### config.mk
export PLATFORM = sky130hd
export DESIGN_NAME = vphy_regs
export DESIGN_NICKNAME = d
export VERILOG_FILES = /design/src/vphy_pkg.sv /design/src/vphy_edge_det.sv /design/src/vphy_rw_field.sv /design/src/vphy_regs.sv
export SDC_FILE = /design/constraint.sdc
export NUM_CORES = 1
export LEC_CHECK = 0
export ABC_AREA = 1
export BUFFER_PORTS_ARGS = -buffer_cell sky130_fd_sc_hd__buf_2
export CAP_MARGIN = 10
export CORE_MARGIN = 5
export CORE_UTILIZATION = 55
export CTS_CLUSTER_DIAMETER = 30
export CTS_CLUSTER_SIZE = 40
export DETAILED_ROUTE_END_ITERATION = 10
export GPL_ROUTABILITY_DRIVEN = 0
export GPL_TIMING_DRIVEN = 0
export PLACE_DENSITY = 0.84
export RECOVER_POWER = 25
export SLEW_MARGIN = 20
export SYNTH_ARGS = -nofsm -noshare
export SYNTH_HDL_FRONTEND = slang
export SYNTH_SLANG_ARGS = --single-unit
### constraint.sdc
create_clock -name core_clk -period 3.9 [get_ports core_clk]
set_clock_uncertainty 0.15 [all_clocks]
set_input_delay 0.195 -clock core_clk [delete_from_list [all_inputs] [get_ports core_clk]]
set_output_delay 0.195 -clock core_clk [all_outputs]
set_load 0.02 [all_outputs]
### src/vphy_pkg.sv
/*
 * Shared constants and types for the emulated PHY register set.
 * Assumes a single core clock domain and that all users reference
 * these items through the package scope.
 */
package vphy_pkg;

	// Memory map byte offsets of the emulated registers.
	localparam logic [11:0] MM_OFF_CTRL = 12'h1C0;
	localparam logic [11:0] MM_OFF_LAST = 12'h1D8;
	localparam logic [11:0] MM_OFF_SPEC = 12'h1DC;
	localparam logic [11:0] MM_STRIDE   = 12'h004;

	// Serial register indexes.
	localparam logic [4:0] IDX_CTRL = 5'h00;
	localparam logic [4:0] IDX_STAT = 5'h01;
	localparam logic [4:0] IDX_IDH  = 5'h02;
	localparam logic [4:0] IDX_IDL  = 5'h03;
	localparam logic [4:0] IDX_ADV  = 5'h04;
	localparam logic [4:0] IDX_LPA  = 5'h05;
	localparam logic [4:0] IDX_EXP  = 5'h06;
	localparam logic [4:0] IDX_SPEC = 5'h1F;

	// Control register bit positions.
	localparam int CTL_RST_BIT     = 15;
	localparam int CTL_RESTART_BIT = 9;
	localparam int CTL_FIELD_HI    = 14;
	localparam int CTL_FIELD_LO    = 7;

	// Storage of control bits 14 down to 7, in bit order.
	typedef struct packed {
		logic loopback;
		logic speed_100;
		logic an_en;
		logic pdown;
		logic iso;
		logic restart;
		logic full_dup;
		logic coltest;
	} vphy_ctl_t;

	// Reset values.
	localparam vphy_ctl_t   CTRL_DEF     = 8'h20;
	localparam logic [15:0] STAT_VAL     = 16'h782D;
	localparam logic [15:0] ID_DEF       = 16'h0000;
	localparam logic        NEG_SPD_DEF  = 1'b1;
	localparam logic        NEG_DUP_DEF  = 1'b1;

	// Serial management frame layout.
	localparam logic [5:0] PRE_LEN   = 6'h20;
	localparam logic [5:0] HDR_LAST  = 6'h0C;
	localparam logic [5:0] TA_LAST   = 6'h01;
	localparam logic [5:0] DATA_LAST = 6'h0F;
	localparam logic [5:0] SKIP_LAST = 6'h11;
	localparam logic [1:0] ST_CODE   = 2'h1;
	localparam logic [1:0] OP_RD     = 2'h2;
	localparam logic [1:0] OP_WR     = 2'h1;

	typedef enum logic [2:0] {
		MD_PRE,
		MD_HDR,
		MD_TA,
		MD_DATA,
		MD_SKIP
	} vphy_md_st_t;

	// Memory map request.
	typedef struct packed {
		logic        req;
		logic        we;
		logic [11:0] addr;
		logic [31:0] wdata;
	} vphy_mm_req_t;

	// Nibble-wide MAC data stream.
	typedef struct packed {
		logic       en;
		logic [3:0] d;
	} vphy_mii_t;

endpackage

### src/vphy_edge_det.sv
/*
 * Rising edge finder for the sampled management clock, carrying the
 * data bit seen in the same cycle. Inputs are synchronous to core_clk.
 */
module vphy_edge_det (
	// Clock and reset.
	input  wire logic core_clk,
	input  wire logic rst,
	// Sampled clock and data.
	input  wire logic sig,
	input  wire logic dat,
	// One-cycle edge pulse and the data bit that went with it.
	output logic      rise,
	output logic      dat_q
);

	typedef struct packed {
		logic prev;
		logic rise;
		logic dat;
	} vphy_edge_st_t;

	vphy_edge_st_t s_r;
	vphy_edge_st_t s_nxt;

	// The pulse comes one cycle after the first cycle in which the clock reads high.
	always_comb begin
		s_nxt      = s_r;
		s_nxt.prev = sig;
		s_nxt.rise = sig & ~s_r.prev;
		s_nxt.dat  = dat;
	end

	// State register.
	always_ff @(posedge core_clk or posedge rst) begin
		if (rst) begin
			s_r <= '0;
		end else begin
			s_r <= s_nxt;
		end
	end

	assign rise  = s_r.rise;
	assign dat_q = s_r.dat;

endmodule

### src/vphy_rw_field.sv
/*
 * Plain read/write field with a reset value and a synchronous clear.
 * Assumes the writer never asserts write and clear together with
 * different intent; clear wins.
 */
module vphy_rw_field #(
	parameter int          W   = 16,
	parameter logic [W-1:0] RST = '0
) (
	// Clock and reset.
	input  wire logic         core_clk,
	input  wire logic         rst,
	// Control.
	input  wire logic         clr,
	input  wire logic         we,
	input  wire logic [W-1:0] d,
	// Stored value.
	output logic      [W-1:0] q
);

	typedef struct packed {
		logic [W-1:0] val;
	} vphy_fld_st_t;

	vphy_fld_st_t s_r;
	vphy_fld_st_t s_nxt;

	// A clear returns the field to its default before any write.
	always_comb begin
		s_nxt = s_r;
		if (clr) begin
			s_nxt.val = RST;
		end else if (we) begin
			s_nxt.val = d;
		end
	end

	// State register.
	always_ff @(posedge core_clk or posedge rst) begin
		if (rst) begin
			s_r.val <= RST;
		end else begin
			s_r <= s_nxt;
		end
	end

	assign q = s_r.val;

endmodule

### src/vphy_regs.sv
/*
 * Emulated single-port PHY register set with memory map and serial
 * management access, plus the loopback and collision test datapath.
 * Assumes all inputs are synchronous to core_clk and that software
 * follows the usage notes below.
 */
// Operation
// - Memory map and serial path share registers.
// - Serial frames answered only at strap address.
// - Serial registers are sixteen bits wide.
// - Memory words pad bits 31-16 with zero.
// - Index decode 0-6 and 31.
// - Loader rewrites whole control register.
// - Bit 15 resets all registers, self clears.
// - Loopback returns host frames, blocks fabric.
// - Bit 13 forces speed without negotiation.
// - Bit 12 enables negotiation, overrides forced bits.
// - Bits 11,10 plain storage, no effect.
// - Bit 9 refreshes negotiation result, self clears.
// - Bit 8 forces duplex without negotiation.
// - Bit 7 asserts collision while host transmits.
// - Bit 6 always reads zero.
// - Status shows link up, no faults.
module vphy_regs (
	// Clock and reset.
	input  wire logic                core_clk,
	input  wire logic                rst,
	// Memory map access.
	input  wire vphy_pkg::vphy_mm_req_t mm,
	output logic               [31:0] mm_rdata,
	output logic                      mm_ack,
	// Configuration loader.
	input  wire logic                 loader_valid,
	input  wire logic          [15:0] loader_data,
	// Serial management pins and address strap.
	input  wire logic                 mdc,
	input  wire logic                 mdio_in,
	output logic                      mdio_out,
	output logic                      mdio_oe,
	input  wire logic           [4:0] phy_addr_strap,
	// Negotiation result offered by the fabric side.
	input  wire logic                 an_result_100,
	input  wire logic                 an_result_fdx,
	// Host MAC and fabric streams.
	input  wire vphy_pkg::vphy_mii_t  host_tx,
	output vphy_pkg::vphy_mii_t       host_rx,
	output logic                      host_col,
	output vphy_pkg::vphy_mii_t       fab_tx,
	input  wire vphy_pkg::vphy_mii_t  fab_rx,
	// Emulated link mode.
	output logic                      phy_speed_100,
	output logic                      phy_full_duplex
);

	typedef struct packed {
		vphy_pkg::vphy_ctl_t   ctl;
		logic                  neg_spd;
		logic                  neg_dup;
		logic [31:0]           mm_rdata;
		logic                  mm_ack;
		vphy_pkg::vphy_md_st_t st;
		logic [5:0]            cnt;
		logic [15:0]           sh;
		logic                  op_rd;
		logic [4:0]            ridx;
		logic                  mdio_out;
		logic                  mdio_oe;
		vphy_pkg::vphy_mii_t   host_rx;
		logic                  host_col;
		vphy_pkg::vphy_mii_t   fab_tx;
		logic                  spd;
		logic                  dup;
	} vphy_regs_st_t;

	vphy_regs_st_t q;
	vphy_regs_st_t n;

	logic        md_rise;
	logic        md_bit;
	logic [15:0] id_hi;
	logic [15:0] id_lo;
	logic        w_en;
	logic [4:0]  w_idx;
	logic [15:0] w_dat;
	logic        soft_rst;
	logic        md_commit;
	logic [15:0] md_wdat;
	logic        mm_take;
	logic        mm_hit;
	logic [4:0]  mm_idx;
	logic [15:0] hdr;

	// Management clock edge finder.
	vphy_edge_det u_mdc (
		.core_clk (core_clk),
		.rst      (rst),
		.sig      (mdc),
		.dat      (mdio_in),
		.rise     (md_rise),
		.dat_q    (md_bit)
	);

	// Identifier registers, cleared by a soft reset.
	vphy_rw_field #(.W(16), .RST(vphy_pkg::ID_DEF)) u_idh (
		.core_clk (core_clk),
		.rst      (rst),
		.clr      (soft_rst),
		.we       (w_en && w_idx == vphy_pkg::IDX_IDH),
		.d        (w_dat),
		.q        (id_hi)
	);
	vphy_rw_field #(.W(16), .RST(vphy_pkg::ID_DEF)) u_idl (
		.core_clk (core_clk),
		.rst      (rst),
		.clr      (soft_rst),
		.we       (w_en && w_idx == vphy_pkg::IDX_IDL),
		.d        (w_dat),
		.q        (id_lo)
	);

	// Sixteen-bit view of a register; unsupported indexes read zero.
	function automatic logic [15:0] rd16(input logic [4:0] idx);
		logic [15:0] v;
		v = 16'h0000;
		unique case (idx)
			vphy_pkg::IDX_CTRL: v = {1'b0, q.ctl, 7'h00};
			vphy_pkg::IDX_STAT: v = vphy_pkg::STAT_VAL;
			vphy_pkg::IDX_IDH:  v = id_hi;
			vphy_pkg::IDX_IDL:  v = id_lo;
			default:            v = 16'h0000;
		endcase
		return v;
	endfunction

	// Memory map decode: one aligned word per index, plus the special one.
	always_comb begin
		mm_hit = 1'b0;
		mm_idx = 5'h00;
		if (mm.addr == vphy_pkg::MM_OFF_SPEC) begin
			mm_hit = 1'b1;
			mm_idx = vphy_pkg::IDX_SPEC;
		end else if (mm.addr >= vphy_pkg::MM_OFF_CTRL && mm.addr <= vphy_pkg::MM_OFF_LAST
				&& mm.addr[1:0] == 2'h0) begin
			mm_hit = 1'b1;
			mm_idx = 5'((mm.addr - vphy_pkg::MM_OFF_CTRL) >> 2);
		end
	end

	// Write arbitration: loader, then serial commit, then memory map.
	assign hdr       = {q.sh[14:0], md_bit};
	assign md_wdat   = hdr;
	assign md_commit = md_rise && q.st == vphy_pkg::MD_DATA && !q.op_rd
		&& q.cnt == vphy_pkg::DATA_LAST;
	assign mm_take   = mm.req && !q.mm_ack && !loader_valid && !md_commit;
	always_comb begin
		w_en  = 1'b0;
		w_idx = vphy_pkg::IDX_CTRL;
		w_dat = 16'h0000;
		if (loader_valid) begin
			w_en  = 1'b1;
			w_dat = loader_data;
		end else if (md_commit) begin
			w_en  = 1'b1;
			w_idx = q.ridx;
			w_dat = md_wdat;
		end else if (mm_take && mm.we && mm_hit) begin
			w_en  = 1'b1;
			w_idx = mm_idx;
			w_dat = mm.wdata[15:0];
		end
	end
	assign soft_rst = w_en && w_idx == vphy_pkg::IDX_CTRL && w_dat[vphy_pkg::CTL_RST_BIT];

	// Next state of the register file, serial engine and datapath.
	always_comb begin
		n = q;
		n.ctl.restart = 1'b0;
		if (soft_rst) begin
			n.ctl     = vphy_pkg::CTRL_DEF;
			n.neg_spd = vphy_pkg::NEG_SPD_DEF;
			n.neg_dup = vphy_pkg::NEG_DUP_DEF;
		end else if (w_en && w_idx == vphy_pkg::IDX_CTRL) begin
			n.ctl = w_dat[vphy_pkg::CTL_FIELD_HI:vphy_pkg::CTL_FIELD_LO];
			if (w_dat[vphy_pkg::CTL_RESTART_BIT]) begin
				n.neg_spd = an_result_100;
				n.neg_dup = an_result_fdx;
			end
		end
		// Memory map answer, one cycle after the request is taken.
		n.mm_ack = mm_take;
		if (mm_take) begin
			n.mm_rdata = mm_hit ? {16'h0000, rd16(mm_idx)} : 32'h0000_0000;
		end
		// Serial frame engine, advanced on each management clock rise.
		if (md_rise) begin
			unique case (q.st)
				vphy_pkg::MD_PRE: begin
					if (md_bit) begin
						n.cnt = (q.cnt == vphy_pkg::PRE_LEN) ? q.cnt : q.cnt + 6'h01;
					end else if (q.cnt == vphy_pkg::PRE_LEN) begin
						n.st  = vphy_pkg::MD_HDR;
						n.cnt = 6'h00;
						n.sh  = 16'h0000;
					end else begin
						n.cnt = 6'h00;
					end
				end
				vphy_pkg::MD_HDR: begin
					n.sh  = hdr;
					n.cnt = q.cnt + 6'h01;
					if (q.cnt == vphy_pkg::HDR_LAST) begin
						n.cnt   = 6'h00;
						n.ridx  = hdr[4:0];
						n.op_rd = hdr[11:10] == vphy_pkg::OP_RD;
						if (hdr[13:12] == vphy_pkg::ST_CODE && hdr[9:5] == phy_addr_strap
								&& (hdr[11:10] == vphy_pkg::OP_RD
								|| hdr[11:10] == vphy_pkg::OP_WR)) begin
							n.st = vphy_pkg::MD_TA;
						end else begin
							n.st = vphy_pkg::MD_SKIP;
						end
					end
				end
				vphy_pkg::MD_TA: begin
					n.cnt = q.cnt + 6'h01;
					if (q.cnt != vphy_pkg::TA_LAST) begin
						n.mdio_oe  = q.op_rd;
						n.mdio_out = 1'b0;
					end else begin
						n.st  = vphy_pkg::MD_DATA;
						n.cnt = 6'h00;
						if (q.op_rd) begin
							{n.mdio_out, n.sh} = {rd16(q.ridx), 1'b0};
						end
					end
				end
				vphy_pkg::MD_DATA: begin
					n.cnt = q.cnt + 6'h01;
					if (q.op_rd) begin
						n.mdio_out = q.sh[15];
						n.sh       = {q.sh[14:0], 1'b0};
					end else begin
						n.sh = hdr;
					end
					if (q.cnt == vphy_pkg::DATA_LAST) begin
						n.st       = vphy_pkg::MD_PRE;
						n.cnt      = 6'h00;
						n.mdio_oe  = 1'b0;
						n.mdio_out = 1'b0;
					end
				end
				vphy_pkg::MD_SKIP: begin
					n.cnt = q.cnt + 6'h01;
					if (q.cnt == vphy_pkg::SKIP_LAST) begin
						n.st  = vphy_pkg::MD_PRE;
						n.cnt = 6'h00;
					end
				end
			endcase
		end
		// Loopback steering and collision test.
		n.fab_tx   = q.ctl.loopback ? '0 : host_tx;
		n.host_rx  = q.ctl.loopback ? host_tx : fab_rx;
		n.host_col = q.ctl.coltest && host_tx.en;
		// Effective link mode.
		n.spd = q.ctl.an_en ? q.neg_spd : q.ctl.speed_100;
		n.dup = q.ctl.an_en ? q.neg_dup : q.ctl.full_dup;
	end

	// State register.
	always_ff @(posedge core_clk or posedge rst) begin
		if (rst) begin
			q          <= '0;
			q.ctl      <= vphy_pkg::CTRL_DEF;
			q.neg_spd  <= vphy_pkg::NEG_SPD_DEF;
			q.neg_dup  <= vphy_pkg::NEG_DUP_DEF;
			q.st       <= vphy_pkg::MD_PRE;
		end else begin
			q <= n;
		end
	end

	assign mm_rdata        = q.mm_rdata;
	assign mm_ack          = q.mm_ack;
	assign mdio_out        = q.mdio_out;
	assign mdio_oe         = q.mdio_oe;
	assign host_rx         = q.host_rx;
	assign host_col        = q.host_col;
	assign fab_tx          = q.fab_tx;
	assign phy_speed_100   = q.spd;
	assign phy_full_duplex = q.dup;
endmodule

==> Yosys cells after proc, flatten, opt, wreduce, memory -nomap -nowiden <==
Index checks and enable logic that the tools add are counted.
{ "word_totals": {"reg_bits": 124, "input_bits": 84} }
{ "op_classes": {"n_mux": 48, "n_addsub": 2, "bitwise": 2, "n_eq_ne": 33, "reduce_logical": 40, "magnitude_cmp": 2} }
{ "ops": {"columns": ["cell", "count"], "rows": [
  ["case mux 16 bit (4 select lines)", 3],
  ["2-to-1 mux 16 bit", 11],
  ["case mux 9 bit (5 select lines)", 1],
  ["2-to-1 mux 5 bit", 7],
  ["== test 5 x 2 -> 1 bit, second input constant", 6],
  ["2-to-1 mux 9 bit", 3],
  ["2-to-1 mux 25 bit", 1],
  ["2-to-1 mux 10 bit", 2],
  ["logical AND 1 bit", 17],
  ["zero test 5 bit", 3],
  ["inequality test 2 bit, second input constant", 7],
  ["== test 12 x 9 -> 1 bit, second input constant", 1],
  ["== test 6 x 4 -> 1 bit, second input constant", 2],
  [">= comparator 12 x 9 -> 1 bit, second input constant", 1],
  ["<= comparator 12 x 9 -> 1 bit, second input constant", 1],
  ["2-to-1 mux 1 bit", 12],
  ["2-to-1 mux 6 bit", 2],
  ["== test 5 x 1 -> 1 bit, second input constant", 2],
  ["nonzero test 2 bit", 5],
  ["2-to-1 mux 3 bit", 3],
  ["AND reduction 4 bit", 2],
  ["AND reduction 7 bit", 1],
  ["subtractor 7 bit, second input constant", 1],
  ["adder 6 x 1 -> 6 bit, second input constant", 1],
  ["other kinds (24)", 32]
]} }

==> Depth between registers and ports, before layout <==
{ "logic_depth": {"word_depth": 16, "mapped_depth": 16, "depth_no_buf": 15} }

==> Modules after synthesis <==
From an unflattened synthesis, not the netlist that was laid out.
{ "hier_totals": {"cells_unflattened": 802, "area_unflattened_um2": 6162.2} }
{ "modules_own_cells": {"columns": ["module", "cells_per_inst", "n_inst", "area_each_um2"], "rows": [
  ["vphy_regs", 654, 1, 4764.6],
  ["vphy_rw_field", 71, 2, 654.4],
  ["vphy_edge_det", 6, 1, 88.8]
]} }

==> Least setup slack after synthesis <==
Ideal clock, no wire load.
{ "synth_path": {"path_kind": "reg2reg", "from": "reg q[37] in the netlist's numbering", "to": "reg u_idh.s_r, in the netlist u_idh.q[0]", "path_buffers": 3, "slack_ns": 1.689, "setup_time_ns": 0.117, "path_stages_with_launch": 17, "synth_period_minus_slack_ns": 2.211, "t_arrival_ns": 1.944, "path_cell_list": "dfrtp_1 > ha_1 > nand3_1 > inv_2 > nand2_2 > nor2_4 > nor2_2 > buf_6 > nand3_2 > nand2_2 > nand2_4 > nand2_2 > nand3_2 > buf_6 > buf_6 > nand3_1 > nand2_1"} }
{ "synth_between": {"elab_chain_cells": 13} }
{ "synth_rtl": {"columns": ["item", "line", "source"], "rows": [
  ["start, declared", "vphy_regs.sv:75", "vphy_regs_st_t q;"],
  ["start signal, assigned", "vphy_regs.sv:279", "q <= n;"],
  ["== test 6 x 4 -> 1 bit (*)", "vphy_regs.sv:153", "&& q.cnt == vphy_pkg::DATA_LAST;"],
  ["logical AND 1 bit (*)", "vphy_regs.sv:153", null],
  ["zero test 1 bit", "vphy_regs.sv:154", "assign mm_take = mm.req && !q.mm_ack && !loader_valid && !md_commit;"],
  ["logical AND 1 bit", "vphy_regs.sv:154", null],
  ["logical AND 1 bit (2 in series)", "vphy_regs.sv:166", "end else if (mm_take && mm.we && mm_hit) begin"],
  ["2-to-1 mux 5 bit", "vphy_regs.sv:166", null],
  ["2-to-1 mux 5 bit", "vphy_regs.sv:162", "end else if (md_commit) begin"],
  ["2-to-1 mux 5 bit", "vphy_regs.sv:159", "if (loader_valid) begin"],
  ["zero test 5 bit", "vphy_regs.sv:172", "assign soft_rst = w_en && w_idx == vphy_pkg::IDX_CTRL && w_dat[vphy_pkg::CTL_RST_BIT];"],
  ["logical AND 1 bit (2 in series)", "vphy_regs.sv:172", null],
  ["2-to-1 mux 16 bit or nonzero test 2 bit (tied branches)", null, null],
  ["end signal, assigned", "vphy_rw_field.sv:43", "s_r <= s_nxt;"],
  ["end, declared", "vphy_rw_field.sv:25", "vphy_fld_st_t s_r;"]
]} }
Every way passes the cells marked *; elsewhere a longest branch is shown, timed or not. The select of a mux whose other input is x is not followed.
A chain may end at the register's enable or synchronous reset.

==> Worst setup path after layout <==
{ "layout_path": {"from": "reg q[37] in the netlist's numbering", "to": "reg q[80] in the netlist's numbering"} }
{ "layout_between": {"elab_chain_cells": 14} }
{ "layout_rtl": {"columns": ["item", "line"], "rows": [
  ["== test 6 x 4 -> 1 bit (*)", "vphy_regs.sv:153"],
  ["logical AND 1 bit (*)", "vphy_regs.sv:153"],
  ["zero test 1 bit", "vphy_regs.sv:154"],
  ["logical AND 1 bit", "vphy_regs.sv:154"],
  ["logical AND 1 bit (2 in series)", "vphy_regs.sv:166"],
  ["2-to-1 mux 5 bit", "vphy_regs.sv:166"],
  ["2-to-1 mux 5 bit", "vphy_regs.sv:162"],
  ["2-to-1 mux 5 bit", "vphy_regs.sv:159"],
  ["zero test 5 bit", "vphy_regs.sv:172, vphy_regs.sv:182"],
  ["logical AND 1 bit", "vphy_regs.sv:172, vphy_regs.sv:182"],
  ["logical AND 1 bit", "vphy_regs.sv:172"],
  ["nonzero test 2 bit (no source line)", null],
  ["AND reduction 2 bit (no source line)", null]
]} }
Every way passes the cells marked *; elsewhere a longest branch is shown, timed or not.

==> impl_results.md <==
* Status: finished, violations left
* Violated checks: hold timing, capacitance limit, slew limit
* Number of max-cap violations at 1
* Gr usage total at a little over a quarter
* Post-Synthesis Cell Area at slightly above 6000 µm²
* Hold_sp: an_result_fdx
* Clock Root Buffer: clkbuf_16
* CP Class: flip-flop to flip-flop
* Crit share post-route at about two thirds
* Non-filler instance count after layout at around 1100
* Die area at roughly 14000 µm²
* Min-Delay Path Class: primary input to flip-flop
* Vias per cell at roughly 5.7
* CTS Buf Count at 9
* Main synth FF type: dfrtp_1
* Cell family with most CP delay: simple AND/OR/NAND/NOR gates
* Syn avg cell area at 7.83 µm²
* Final setup TNS at 0 ns
* Peak Freq at around 380 MHz
* Nets@finish at about 1000
* Final design utilization at around two thirds
* Layout cells sized above 1 at a little over a fifth
* Final ANT Viol Nets at 0
* Worst slew margin at -22.4%
* Setup violators final at 0
* Drt pass-1 iters at 8
* Reg power frac at around 45%
* Total grt overflow at 0
* Ys Warns at 0
* Async S/R FF share, synth at 100%
* Area leader, netlist: dfrtp_1
* Switching pwr at around 900 µW
* Flops & latches, synth at between 100 and 150
* Max Slew Vio Count at just over 40
* Fin Hold WS at -0.00810 ns
* Worst Setup End Kind: flip-flop
* IO Count at 132
* Most frequent cell after synthesis: nand2_1
* Logic pwr share at 21.9%
* Worst endpoint required time at 4.05 ns
* Worst-path fanout max at 10
* First-pass GRT wire length at 28500 µm
* Fillcell total at 911
* Sw frac at ~33%
* Critical path, cell by cell: ha_1 -> nand3_1 -> inv_2 -> nand2_2 -> nor2_4 -> buf_6 -> inv_1 -> o21ai_0 -> inv_1 -> a21oi_1 -> nand3_1 -> nand2_1 -> nand2_1 -> nand2_1
* Share of the synthesized area in the top cell type at around 42%
* Number of setup buffers added after CTS at 0
* Largest net degree at the start of global routing at between 60 and 70
* Worst VDD drop at 235 µV
* Cells after Synth at between 700 and 800
* Clock Pin Slew Worst Setup and Hold Paths at around 0.08 ns
* Critical path's slowest cell: a21oi_1
* R2R cell count at 14
* Fin crit period at between 2 and 3 ns
* CP Launch Type: flip-flop
* RSZ-0062 raised after global routing: false
* Crit path buf inv count at 4
* DRC violations left at 0
* CTS Buffer Depth at 2
* Hold Crit Depth at 5
* Crit path top cell by count: nand2_1
* Initial Utilization at ~57%
* Post-detail-place hpwl at roughly 14000 µm
* Sequential area share after synthesis at between 40% and 50%
* Worst-Skew Late Latency at roughly 0.35 ns
* CTS sink cnt at about 110
* Area grow syn2layout at 18.6%
* Final Hold Vio Count at 2
* Antenna violations before repair at 0
* Crit. Startpoint: q[37]
* P per Cell Area at around 370 nW/µm²
* Starting DRT DRC Count at about 770
* Reg2Reg Setup Slack at about 1.3 ns
* # diodes at 0
* WP depth at 14
* H-tree level count at 3
* I/O Buffers at a little under 100
* # rows at 38
* Largest stage delay on the critical path at ~0.50 ns
* P_int at approximately 1800 µW
* Vias in the first global route at 5643
* Most frequent cells after synthesis: nand2_1 (152), dfrtp_1 (105), nand3_1 (102), inv_1 (93), nor2_1 (61)
* Clock Power Share at 32.7%
* Drt total wl at about 18000 µm
* Average wire per standard cell at 17.1 µm
* CTS tree: built
* Synth area leaders: dfrtp_1 (42%), nand2_1 (9.2%), nand3_1 (8.2%), inv_1 (5.6%), buf_4 (5.2%)
* EDFF count, synth at 0
* Die Wd at between 100 and 150 µm
* Worst r2r src: q[37]
* Slew at the pin with the worst max-slew slack at about 1.8 ns
* CP arrival at approximately 2.8 ns
* Placed Cells at about 1000
* Die Span Y at approximately 120 µm
* DR vias at about 6100
* Synth cell types at 45
* Core Region at between 10000 and 15000 µm²
* Lkg Pwr at ~0.0036 µW
-- registers in the layout, summed over array words and instances, names as in the netlist --
name and flops:
host_col 1, phy_speed_100 1, q 26, phy_full_duplex 1, mm_rdata 16, hdr 15, u_mdc.rise 1, fab_tx 5
mdio_oe 1, u_idh.q 16, u_mdc.dat_q 1, host_rx 5, mm_ack 1, u_mdc.s_r 1, u_idl.q 16, mdio_out 1
-- path summary, 6_finish.rpt --
kind | to
worst max-delay path | q[80]
worst max register to register | q[80]
worst min-delay path | q[79]
worst min register to register | u_mdc.rise
max in group asynchronous | q[79]
min in group asynchronous | mdio_out
-- metrics by stage --
step	power, µW	instance area, µm²	worst slack [ns]
floorplan	1670	6270	0.714
global placement	1840	6940	-0.475
detailed placement	1860	6970	1.33
CTS	2750	7390	1.32
global route	2880	7370	1.09
finish	2760	7370	1.28
-- cell usage in the layout (no fill, tap or decap), types with 6 or more instances in the layout --
master / Yosys / layout
clkbuf_16: 0 / 9
nand2_2: 8 / 8
a31oi_1: 15 / 15
buf_4: 43 / 43
nand3_2: 6 / 6
dlygate4sd3_1: 0 / 13
a21oi_1: 22 / 22
o22ai_1: 30 / 30
conb_1: 1 / 16
nand3_1: 102 / 102
clkbuf_1: 12 / 26
nand4_1: 6 / 6
buf_2: 8 / 94
a22o_1: 8 / 8
inv_1: 93 / 92
o21ai_0: 54 / 54
nor2_1: 61 / 61
dfrtp_1: 105 / 105
nand2_1: 152 / 152
buf_6: 9 / 9
-- logic make-up (layout without fill, tap and decap cells) --
family	count (synthesis)	after routing	synth area share [%]
and+or+nand+nor	349	349	25.5
buffers and inverters	173	302	14.3
AOI/OAI and AO/OA	151	151	14.7
DFF	108	108	43.6
xor gates and xnor gates	6	6	0.846
adders and majority gates	4	4	0.806
other	1	16	0.0604
muxes	1	1	0.181
-- layer usage --
metal	part of all wire [%]	global-route usage, %	vias up
met2	43	41.2	411
met1	40	37.4	2792
met4	5.1	14.2	0
li1	-	-	2849
met5	0	0	-
met3	12	5.23	76
-- final cells by class --
type	count	area [µm²]	share of cell area, %
clock inverters	6	56.3	0.764
multi-input cells	527	2670	36.3
inverters	100	378	5.13
flip-flops and latches	108	2710	36.7
clock buffers	10	229	3.11
repair buffers	113	637	8.65
well taps	140	175	2.38
plain buffers	73	513	6.96
-- power groups by stage --
stage          registers [µW]  clock network, µW  logic [µW]
2_1_floorplan            1260                  0         410
3_3_place_gp             1270                  0         568
3_5_place_dp             1270                  0         586
4_1_cts                  1250                898         600
5_1_grt                  1260                941         674
6_report                 1250                903         604
-- worst register-to-register path, delay by kind of cell, from the launching register on --
| family | cells | cell delay, ns |
|---|---|---|
| and+or+nand+nor | 7 | 0.79 |
| adders and majority gates | 1 | 0.19 |
| AOI/OAI and AO/OA | 2 | 0.63 |
| buffers and inverters | 4 | 0.37 |
| DFF | 1 | 0.43 |
-- repair_timing --
action                                 in CTS  in global routing
hold buffers                               13                  0
resized for setup                           0                  0
endpoints found under the hold margin      52                  0
No activity file was read; power rests on OpenSTA's default activity.
